[src/verilog/ckg_params.svh]
// Register offsets, field positions, reset values and counts of the clock generators.
`ifndef CKG_PARAMS_SVH
`define CKG_PARAMS_SVH
`define CKG_OFS_SYS_CTRL 8'h3C
`define CKG_OFS_SYS_DIV 8'h40
`define CKG_OFS_SYS_SEL 8'h44
`define CKG_OFS_PERI_CTRL 8'h48
`define CKG_OFS_PERI_SEL 8'h50
`define CKG_OFS_USB_CTRL 8'h54
`define CKG_SRC_BIT 0
`define CKG_AUX_MSB 7
`define CKG_AUX_LSB 5
`define CKG_KILL_BIT 10
`define CKG_EN_BIT 11
`define CKG_PHASE_MSB 17
`define CKG_PHASE_LSB 16
`define CKG_STEP_BIT 20
`define CKG_INT_MSB 31
`define CKG_INT_LSB 8
`define CKG_FRACTION_MSB 7
`define CKG_FRACTION_LSB 0
`define CKG_SYS_CTRL_MASK 32'h0000_00E1
`define CKG_PERI_CTRL_MASK 32'h0000_0CE0
`define CKG_USB_CTRL_MASK 32'h0013_0CE0
`define CKG_CTRL_RST 32'h0000_0000
`define CKG_DIV_RST 32'h0000_0100
`define CKG_SEL_RST 32'h0000_0001
`define CKG_INT_ZERO_PERIOD 25'h001_0000
`define CKG_PERIOD_RST 25'h000_0001
`endif

[src/verilog/ckg_pkg.sv]
// Types shared by the clock generator block.
`default_nettype none
package ckg_pkg;
	typedef struct packed {
		logic pll_sys;
		logic pll_usb;
		logic ring_osc;
		logic ring_osc_phased_source;
		logic xosc;
		logic general_input0_source;
		logic general_input1_source;
	} ckg_src_s;
	typedef enum logic [1:0] {GEN_SYS, GEN_PERI, GEN_USB} ckg_gen_e;
	typedef enum logic [1:0] {USB_OFF, USB_WAIT, USB_RUN} ckg_usb_e;
endpackage : ckg_pkg
`default_nettype wire

[src/verilog/ckg_top.sv]
// System, peripheral and USB clock generators with their register port.
`timescale 1ns/10ps
`default_nettype none
`include "ckg_params.svh"
module ckg_top (
	// Clock and reset
	input wire logic sys_clk,
	input wire logic sys_rst,
	// Register port
	input wire logic [7:0] reg_addr,
	input wire logic [31:0] reg_wdata,
	input wire logic reg_wr,
	input wire logic reg_rd,
	output logic [31:0] reg_rdata,
	// Source clock levels
	input wire logic ref_clk_in,
	input wire ckg_pkg::ckg_src_s src_in,
	// Generated clocks
	output logic sys_clk_out,
	output logic peri_clk_out,
	output logic usb_clk_out
);
	////////////////////////////////////////////////////////////////////////
	// Auxiliary selection is a plain mux, so it may glitch when changed.
	function automatic logic aux_pick(ckg_pkg::ckg_src_s s, logic sysclk,
			logic [2:0] code, ckg_pkg::ckg_gen_e gen);
		logic r;
		r = 1'b0;
		case (gen)
			ckg_pkg::GEN_SYS:
				case (code)
					3'h0: r = s.pll_sys;
					3'h1: r = s.pll_usb;
					3'h2: r = s.ring_osc;
					3'h3: r = s.xosc;
					3'h4: r = s.general_input0_source;
					3'h5: r = s.general_input1_source;
					default: r = 1'b0;
				endcase
			ckg_pkg::GEN_PERI:
				case (code)
					3'h0: r = sysclk;
					3'h1: r = s.pll_sys;
					3'h2: r = s.pll_usb;
					3'h3: r = s.ring_osc_phased_source;
					3'h4: r = s.xosc;
					3'h5: r = s.general_input0_source;
					3'h6: r = s.general_input1_source;
					default: r = 1'b0;
				endcase
			default:
				case (code)
					3'h0: r = s.pll_usb;
					3'h1: r = s.pll_sys;
					3'h2: r = s.ring_osc_phased_source;
					3'h3: r = s.xosc;
					3'h4: r = s.general_input0_source;
					3'h5: r = s.general_input1_source;
					default: r = 1'b0;
				endcase
		endcase
		return r;
	endfunction : aux_pick

	////////////////////////////////////////////////////////////////////////
	// Register file.
	logic [31:0] sys_ctrl_r, sys_ctrl_nxt, sys_div_r, sys_div_nxt;
	logic [31:0] peri_ctrl_r, peri_ctrl_nxt, usb_ctrl_r, usb_ctrl_nxt;
	logic [31:0] rdata_r, rdata_nxt, sys_status;
	logic main_sel_r, main_sel_nxt;
	assign sys_status = main_sel_r ? 32'h0000_0002 : `CKG_SEL_RST;
	always_comb begin
		sys_ctrl_nxt = sys_ctrl_r;
		sys_div_nxt = sys_div_r;
		peri_ctrl_nxt = peri_ctrl_r;
		usb_ctrl_nxt = usb_ctrl_r;
		rdata_nxt = 32'h0000_0000;
		if (reg_wr) begin
			case (reg_addr)
				`CKG_OFS_SYS_CTRL: sys_ctrl_nxt = reg_wdata & `CKG_SYS_CTRL_MASK;
				`CKG_OFS_SYS_DIV: sys_div_nxt = reg_wdata;
				`CKG_OFS_PERI_CTRL: peri_ctrl_nxt = reg_wdata & `CKG_PERI_CTRL_MASK;
				`CKG_OFS_USB_CTRL: usb_ctrl_nxt = reg_wdata & `CKG_USB_CTRL_MASK;
				default: ;
			endcase
		end
		if (reg_rd) begin
			case (reg_addr)
				`CKG_OFS_SYS_CTRL: rdata_nxt = sys_ctrl_r;
				`CKG_OFS_SYS_DIV: rdata_nxt = sys_div_r;
				`CKG_OFS_SYS_SEL: rdata_nxt = sys_status;
				`CKG_OFS_PERI_CTRL: rdata_nxt = peri_ctrl_r;
				`CKG_OFS_PERI_SEL: rdata_nxt = `CKG_SEL_RST;
				`CKG_OFS_USB_CTRL: rdata_nxt = usb_ctrl_r;
				default: rdata_nxt = 32'h0000_0000;
			endcase
		end
	end
	always_ff @(posedge sys_clk) begin
		if (sys_rst) begin
			sys_ctrl_r <= `CKG_CTRL_RST;
			sys_div_r <= `CKG_DIV_RST;
			peri_ctrl_r <= `CKG_CTRL_RST;
			usb_ctrl_r <= `CKG_CTRL_RST;
			rdata_r <= 32'h0000_0000;
		end else begin
			sys_ctrl_r <= sys_ctrl_nxt;
			sys_div_r <= sys_div_nxt;
			peri_ctrl_r <= peri_ctrl_nxt;
			usb_ctrl_r <= usb_ctrl_nxt;
			rdata_r <= rdata_nxt;
		end
	end
	assign reg_rdata = rdata_r;

	////////////////////////////////////////////////////////////////////////
	// System generator: glitchless main switch, then fractional divider.
	logic sys_aux, sys_cur, sys_new, sys_prev_r, sys_prev_nxt, sys_rise;
	logic sys_out_r, sys_out_nxt, sys_wrap;
	logic [24:0] sys_cnt_r, sys_cnt_nxt, sys_per_r, sys_per_nxt, int_eff;
	logic [7:0] sys_acc_r, sys_acc_nxt;
	logic [8:0] acc_sum;
	always_comb begin
		sys_aux = aux_pick(src_in, 1'b0,
			sys_ctrl_r[`CKG_AUX_MSB:`CKG_AUX_LSB], ckg_pkg::GEN_SYS);
		sys_cur = main_sel_r ? sys_aux : ref_clk_in;
		sys_new = sys_ctrl_r[`CKG_SRC_BIT] ? sys_aux : ref_clk_in;
		main_sel_nxt = main_sel_r;
		// Both inputs low means no partial pulse can leave the switch.
		if (sys_ctrl_r[`CKG_SRC_BIT] != main_sel_r && !sys_cur && !sys_new)
			main_sel_nxt = sys_ctrl_r[`CKG_SRC_BIT];
		sys_prev_nxt = sys_cur;
		sys_rise = sys_cur & ~sys_prev_r;
		int_eff = (sys_div_r[`CKG_INT_MSB:`CKG_INT_LSB] == 24'h00_0000) ?
			`CKG_INT_ZERO_PERIOD :
			{1'b0, sys_div_r[`CKG_INT_MSB:`CKG_INT_LSB]};
		acc_sum = {1'b0, sys_acc_r} +
			{1'b0, sys_div_r[`CKG_FRACTION_MSB:`CKG_FRACTION_LSB]};
		sys_wrap = (sys_cnt_r + 25'h000_0001) >= sys_per_r;
		sys_cnt_nxt = sys_cnt_r;
		sys_per_nxt = sys_per_r;
		sys_acc_nxt = sys_acc_r;
		if (sys_rise) begin
			if (sys_wrap) begin
				// A new ratio is taken at each period start.
				sys_cnt_nxt = 25'h000_0000;
				sys_acc_nxt = acc_sum[7:0];
				sys_per_nxt = int_eff + {24'h00_0000, acc_sum[8]};
			end else begin
				sys_cnt_nxt = sys_cnt_r + 25'h000_0001;
			end
		end
		if (sys_per_nxt == `CKG_PERIOD_RST)
			sys_out_nxt = sys_cur;
		else
			sys_out_nxt = sys_cnt_nxt < ((sys_per_nxt + 25'h000_0001) >> 1);
	end
	always_ff @(posedge sys_clk) begin
		if (sys_rst) begin
			main_sel_r <= 1'b0;
			sys_prev_r <= 1'b0;
			sys_cnt_r <= 25'h000_0000;
			sys_per_r <= `CKG_PERIOD_RST;
			sys_acc_r <= 8'h00;
			sys_out_r <= 1'b0;
		end else begin
			main_sel_r <= main_sel_nxt;
			sys_prev_r <= sys_prev_nxt;
			sys_cnt_r <= sys_cnt_nxt;
			sys_per_r <= sys_per_nxt;
			sys_acc_r <= sys_acc_nxt;
			sys_out_r <= sys_out_nxt;
		end
	end
	assign sys_clk_out = sys_out_r;

	////////////////////////////////////////////////////////////////////////
	// Peripheral generator: a pulse starts only on an input rise and ends
	// with the input or at once on kill, so enable never cuts one short.
	logic peri_lvl, peri_prev_r, peri_out_r, peri_out_nxt, peri_kill;

	always_comb begin
		peri_lvl = aux_pick(src_in, sys_out_r,
			peri_ctrl_r[`CKG_AUX_MSB:`CKG_AUX_LSB], ckg_pkg::GEN_PERI);
		peri_kill = peri_ctrl_nxt[`CKG_KILL_BIT];
		if (peri_kill)
			peri_out_nxt = 1'b0;
		else if (peri_out_r)
			peri_out_nxt = peri_lvl;
		else
			peri_out_nxt = peri_lvl & ~peri_prev_r &
				peri_ctrl_r[`CKG_EN_BIT];
	end
	always_ff @(posedge sys_clk) begin
		if (sys_rst) begin
			peri_prev_r <= 1'b0;
			peri_out_r <= 1'b0;
		end else begin
			peri_prev_r <= peri_lvl;
			peri_out_r <= peri_out_nxt;
		end
	end
	assign peri_clk_out = peri_out_r;

	////////////////////////////////////////////////////////////////////////
	// USB generator: delayed enable, phase step and clean gating.
	ckg_pkg::ckg_usb_e usb_st_r, usb_st_nxt;
	logic usb_lvl, usb_prev_r, usb_rise, usb_kill, usb_en;
	logic usb_out_r, usb_out_nxt, usb_skip_r, usb_skip_nxt;
	logic usb_step_r, usb_step_nxt;
	logic [1:0] usb_phase_r, usb_phase_nxt, usb_cnt_r, usb_cnt_nxt;

	always_comb begin
		usb_lvl = aux_pick(src_in, 1'b0,
			usb_ctrl_r[`CKG_AUX_MSB:`CKG_AUX_LSB], ckg_pkg::GEN_USB);
		usb_rise = usb_lvl & ~usb_prev_r;
		usb_kill = usb_ctrl_nxt[`CKG_KILL_BIT];
		usb_en = usb_ctrl_r[`CKG_EN_BIT];
		usb_st_nxt = usb_st_r;
		usb_phase_nxt = usb_phase_r;
		usb_cnt_nxt = usb_cnt_r;
		usb_step_nxt = usb_ctrl_r[`CKG_STEP_BIT];
		usb_skip_nxt = usb_skip_r;
		case (usb_st_r)
			ckg_pkg::USB_OFF: begin
				if (usb_en && !usb_kill) begin
					// The delay is caught here; later writes do nothing.
					usb_phase_nxt = usb_ctrl_r[`CKG_PHASE_MSB:`CKG_PHASE_LSB];
					usb_cnt_nxt = 2'h0;
					usb_st_nxt = (usb_phase_nxt == 2'h0) ?
						ckg_pkg::USB_RUN : ckg_pkg::USB_WAIT;
				end
			end
			ckg_pkg::USB_WAIT: begin
				if (!usb_en || usb_kill)
					usb_st_nxt = ckg_pkg::USB_OFF;
				else if (usb_rise) begin
					usb_cnt_nxt = usb_cnt_r + 2'h1;
					if (usb_cnt_nxt == usb_phase_r)
						usb_st_nxt = ckg_pkg::USB_RUN;
				end
			end
			ckg_pkg::USB_RUN: begin
				if (!usb_en || usb_kill)
					usb_st_nxt = ckg_pkg::USB_OFF;
			end
			default: usb_st_nxt = ckg_pkg::USB_OFF;
		endcase
		if (usb_kill)
			usb_out_nxt = 1'b0;
		else if (usb_out_r)
			usb_out_nxt = usb_lvl;
		else
			usb_out_nxt = usb_rise && usb_st_r == ckg_pkg::USB_RUN &&
				!usb_skip_r;
		// A pending step swallows one whole input cycle.
		if (!usb_out_r && usb_rise && usb_skip_r &&
				usb_st_r == ckg_pkg::USB_RUN)
			usb_skip_nxt = 1'b0;
		// A step that lands on a swallow stays pending, so the set comes last.
		if (usb_step_r != usb_ctrl_r[`CKG_STEP_BIT])
			usb_skip_nxt = 1'b1;
	end
	always_ff @(posedge sys_clk) begin
		if (sys_rst) begin
			usb_st_r <= ckg_pkg::USB_OFF;
			usb_prev_r <= 1'b0;
			usb_out_r <= 1'b0;
			usb_skip_r <= 1'b0;
			usb_step_r <= 1'b0;
			usb_phase_r <= 2'h0;
			usb_cnt_r <= 2'h0;
		end else begin
			usb_st_r <= usb_st_nxt;
			usb_prev_r <= usb_lvl;
			usb_out_r <= usb_out_nxt;
			usb_skip_r <= usb_skip_nxt;
			usb_step_r <= usb_step_nxt;
			usb_phase_r <= usb_phase_nxt;
			usb_cnt_r <= usb_cnt_nxt;
		end
	end
	assign usb_clk_out = usb_out_r;
endmodule : ckg_top
`default_nettype wire

[config.mk]
export PLATFORM = sky130hd
export DESIGN_NAME = ckg_top
export DESIGN_NICKNAME = d
export VERILOG_FILES = /design/src/verilog/ckg_pkg.sv /design/src/verilog/ckg_top.sv
export VERILOG_INCLUDE_DIRS = /design/src /design/src/verilog
export SDC_FILE = /design/constraint.sdc
export NUM_CORES = 1
export LEC_CHECK = 0
export BUFFER_PORTS_ARGS = -buffer_cell sky130_fd_sc_hd__buf_2
export CORE_ASPECT_RATIO = 1.1
export CORE_MARGIN = 2
export CORE_UTILIZATION = 60
export CTS_CLUSTER_SIZE = 40
export DETAILED_ROUTE_END_ITERATION = 6
export PLACE_DENSITY_LB_ADDON = 0.3
export RECOVER_POWER = 25
export SETUP_SLACK_MARGIN = 0.05
export SLEW_MARGIN = 25
export SYNTH_ARGS = -nofsm -noshare
export SYNTH_HDL_FRONTEND = slang
export SYNTH_SLANG_ARGS = --single-unit
[constraint.sdc]
create_clock -name sys_clk -period 6.9 [get_ports sys_clk]
set_input_delay 0.345 -clock sys_clk [delete_from_list [all_inputs] [get_ports sys_clk]]
set_output_delay 0.345 -clock sys_clk [all_outputs]
set_load 0.03 [all_outputs]
==> impl_metrics.ini <==
[status]
run_status = complete, but fails checks
violations = max-capacitance violations, max-slew violations

[yosys]
synth.avg_cell_area_um2 = 7.91
synth.area.top_cells = dfxtp_1 (33%), ha_1 (8.2%), nand2_1 (6.4%), a21oi_1 (5.5%), xnor2_1 (5.4%)
synth_top_flop_cell = dfxtp_1
synth_fa_ha_area_share_pct = 8.43
yosysTopAreaCell = dfxtp_1
synthDistinctLibCells = 72
yosysSeqAreaShare_pct = 33.2
synth_compound_gate_area_share_pct = 14.3
synthCells = 1174
synth-edff-count = 0
synthMuxAreaShare_pct = 3.73
synth_xor_area_share_pct = 8.19
yosys.area_share.simple_pct = 27.1
ys_ff_latch = 154
yosys.area.top_type_share_pct = 33.2
synth_nets = 1288
synth-async-reset-ratio_pct = 0
synth_top_family_by_area = simple AND/OR/NAND/NOR gates
ys_warn_count = 0
syn-cell-area_um2 = 9290

[power]
combPwrFrac_pct = 36.6
power_leakage_nw = 4.12
p_int_mw = 1.91
swShare_pct = 37.6
power_mw = 3.06
p_per_area_nw_per_um2 = 291
power.switching_mw = 1.15
p_seq_share_pct = 32.4
clockPowerShare_pct = 31.0
peakVddDrop_mv = 0.205

[timing]
hold_viol = 0
setup_violations = 0
max_slew_margin_pct = -94.6
finClkSkew_ps = 6.21
fin_setup_tns_ps = 0
rsz0062_at_grt = no
layout_min_cycle_time_ps = 6420
fin_crit_sh_pct = 93.0
worstMarginPinSlew_ps = 2920
fmax_mhz = 156
drv_slew = 66

[critical_path]
worst-path-stages = 30
worst-path-buf-inv = 0
worst_setup_path_end_kind = flip-flop
critPathMaxFanout = 8
cp.arrival_ps = 6790
cpMostUsedCell = ha_1
slowest_delay_ps = 500
cpLargestDelayFamily = simple AND/OR/NAND/NOR gates
required_ps = 7270
worst_path_max_delay_cell = or4b_4
start_kind = flip-flop
r2r_cells = 30
path_class = reg2reg

[placement]
portBuffers = 86
place.gp.congestion = 0.927
hpwl_um = 18100

[route]
wirelength_um = 24800
first_pass_iters = 5
route.vias.total = 8750
route.detailed.drc = 0
wire_per_inst_um = 17.0
drt_iter0_drc = 696
vias_per_cell = 6.01
postRouteAntennaNets = 0

[run]
cap_violations = 1

[clock_tree]
htree_levels = 4
cts.clk_slew.worst_paths_ps = 70
cts_inserted_buffers = 17
cts_tree = done
clock_latency_ps = 430
cts-root-buf = clkbuf_16
cts_sinks = 154
cts.path.max_buffers = 2

[min_path]
hold_path_depth = 3
min_path_type = in2reg

[cells_and_area]
final_common_cell = nand2_1
area_growth_pct = 13.3
drive_gt1_share_pct = 12.0
n_fill_cell = 1227
final_util_pct = 69.6
seqCellArea_um2 = 3080
fin_nets = 1360
diodes = 0
layout_common_cells = nand2_1 (158), dfxtp_1 (154), nor2_1 (119), a21oi_1 (103), ha_1 (61)
multi_input_area_um2 = 5810

[global_route]
track_usage_pct = 30.8
first_global_vias = 8335
grt_overflow = 0
use_met3_pct = 4.65
grt_util_met1_pct = 39.4
grt_antenna_before_repair = 0
grt_max_degree = 66
grt_busiest_layer = met2
grt_use_met2_pct = 52.0
grt_pass1_wl_um = 40500

[floorplan]
die_area_um2 = 16500
ioPinCount = 87
fp-row-count = 47
initial_core_util_pct = 61.5
core-area_um2 = 15100
dieWidth_um = 123
die_y_um = 134
cell type report:
cell class | count | share of cell area, %
Multi-Input combinational cell | 909 | 55.2
Sequential cell | 154 | 29.3
Clock buffer | 18 | 4.08
Tap cell | 196 | 2.33
Timing Repair Buffer | 117 | 5.84
Inverter | 47 | 1.68
Clock inverter | 14 | 1.57
layer usage:
layer	vias up	share of wire, %
li1	4263	-
met1	4075	43
met2	358	48
met3	54	6.1
met4	0	2.6
met5	-	0
state kept, by name, indices dropped and copies added, names as in the netlist, 4 cells and up:
signal,cells
sys_ctrl_r,4
sys_per_r,25
peri_ctrl_r,5
usb_ctrl_r,8
sys_div_r,32
reg_rdata,32
sys_cnt_r,25
sys_acc_r,8
cells in the mapped netlist, drive strengths merged (4+ instances only):
cell,instances
a211oi,17
a21o,16
a21oi,103
a222oi,5
and2,4
and3,31
and4,5
buf,7
clkbuf,57
dfxtp,154
ha,61
inv,47
mux2,4
mux2i,23
nand2,158
nand2b,4
nand3,58
nand3b,6
nand4,20
nor2,121
nor2b,28
nor3,20
nor4,22
nor4b,5
o21ai,40
o21bai,4
o31ai,11
or2,4
or3,10
or4,4
xnor2,57
xor2,29
what timing repair did:
action,4_1_cts,5_1_grt
gates resized for setup,0,12
endpoints found under the setup margin,0,1
buffers inserted,0,4
hold buffers,0,0
worst paths after layout:
kind | from | slack (ps) | to
max | sys_div_r[0]$_SDFFE_PP0P_ | 480 | sys_clk_out$_SDFF_PP0_
min | reg_wdata[8] | 140 | sys_div_r[8]$_SDFFE_PP1P_
min reg2reg | sys_acc_r[7]$_SDFFE_PP0P_ | 460 | sys_acc_r[7]$_SDFFE_PP0P_
max reg2reg | sys_div_r[0]$_SDFFE_PP0P_ | 480 | sys_clk_out$_SDFF_PP0_
cell families (layout without fill, tap and decap cells):
family | Yosys count | after routing
AO/OA/AOI/OAI | 220 | 220
XOR/XNOR | 86 | 86
flip-flops | 154 | 154
multiplexers | 30 | 30
adder cells (fa/ha/maj) | 62 | 62
AND/OR/NAND/NOR | 511 | 511
buffers and inverters | 111 | 196
per-stage QoR:
stage / cells / instance area (um^2) / hold WS, ps / setup WS (ps)
global placement: 1419 / 9900 / 441 / 483
detailed placement: 1419 / 9900 / 454 / 268
CTS: 1451 / 10500 / 134 / 278
finish: 1455 / 10500 / 143 / 482
floorplan: 1174 / 9290 / 436 / 473
global route: 1455 / 10500 / 145 / 44.6
tightest hold or removal path, delay by kind of cell:
family,cells,cell delay [ps]
buf+inv,1,70
simple gates,2,120
power groups by stage:
stage / combinational [mW] / sequential, mW / clock (mW)
after floorplan: 0.730 / 0.991 / 0
final: 1.12 / 0.991 / 0.947
after global placement: 1.04 / 1.00 / 0
after CTS: 1.07 / 0.986 / 0.954
after detailed placement: 1.06 / 1.01 / 0
after global routing: 1.23 / 0.994 / 0.992
No activity file was read; power rests on OpenSTA's default activity.
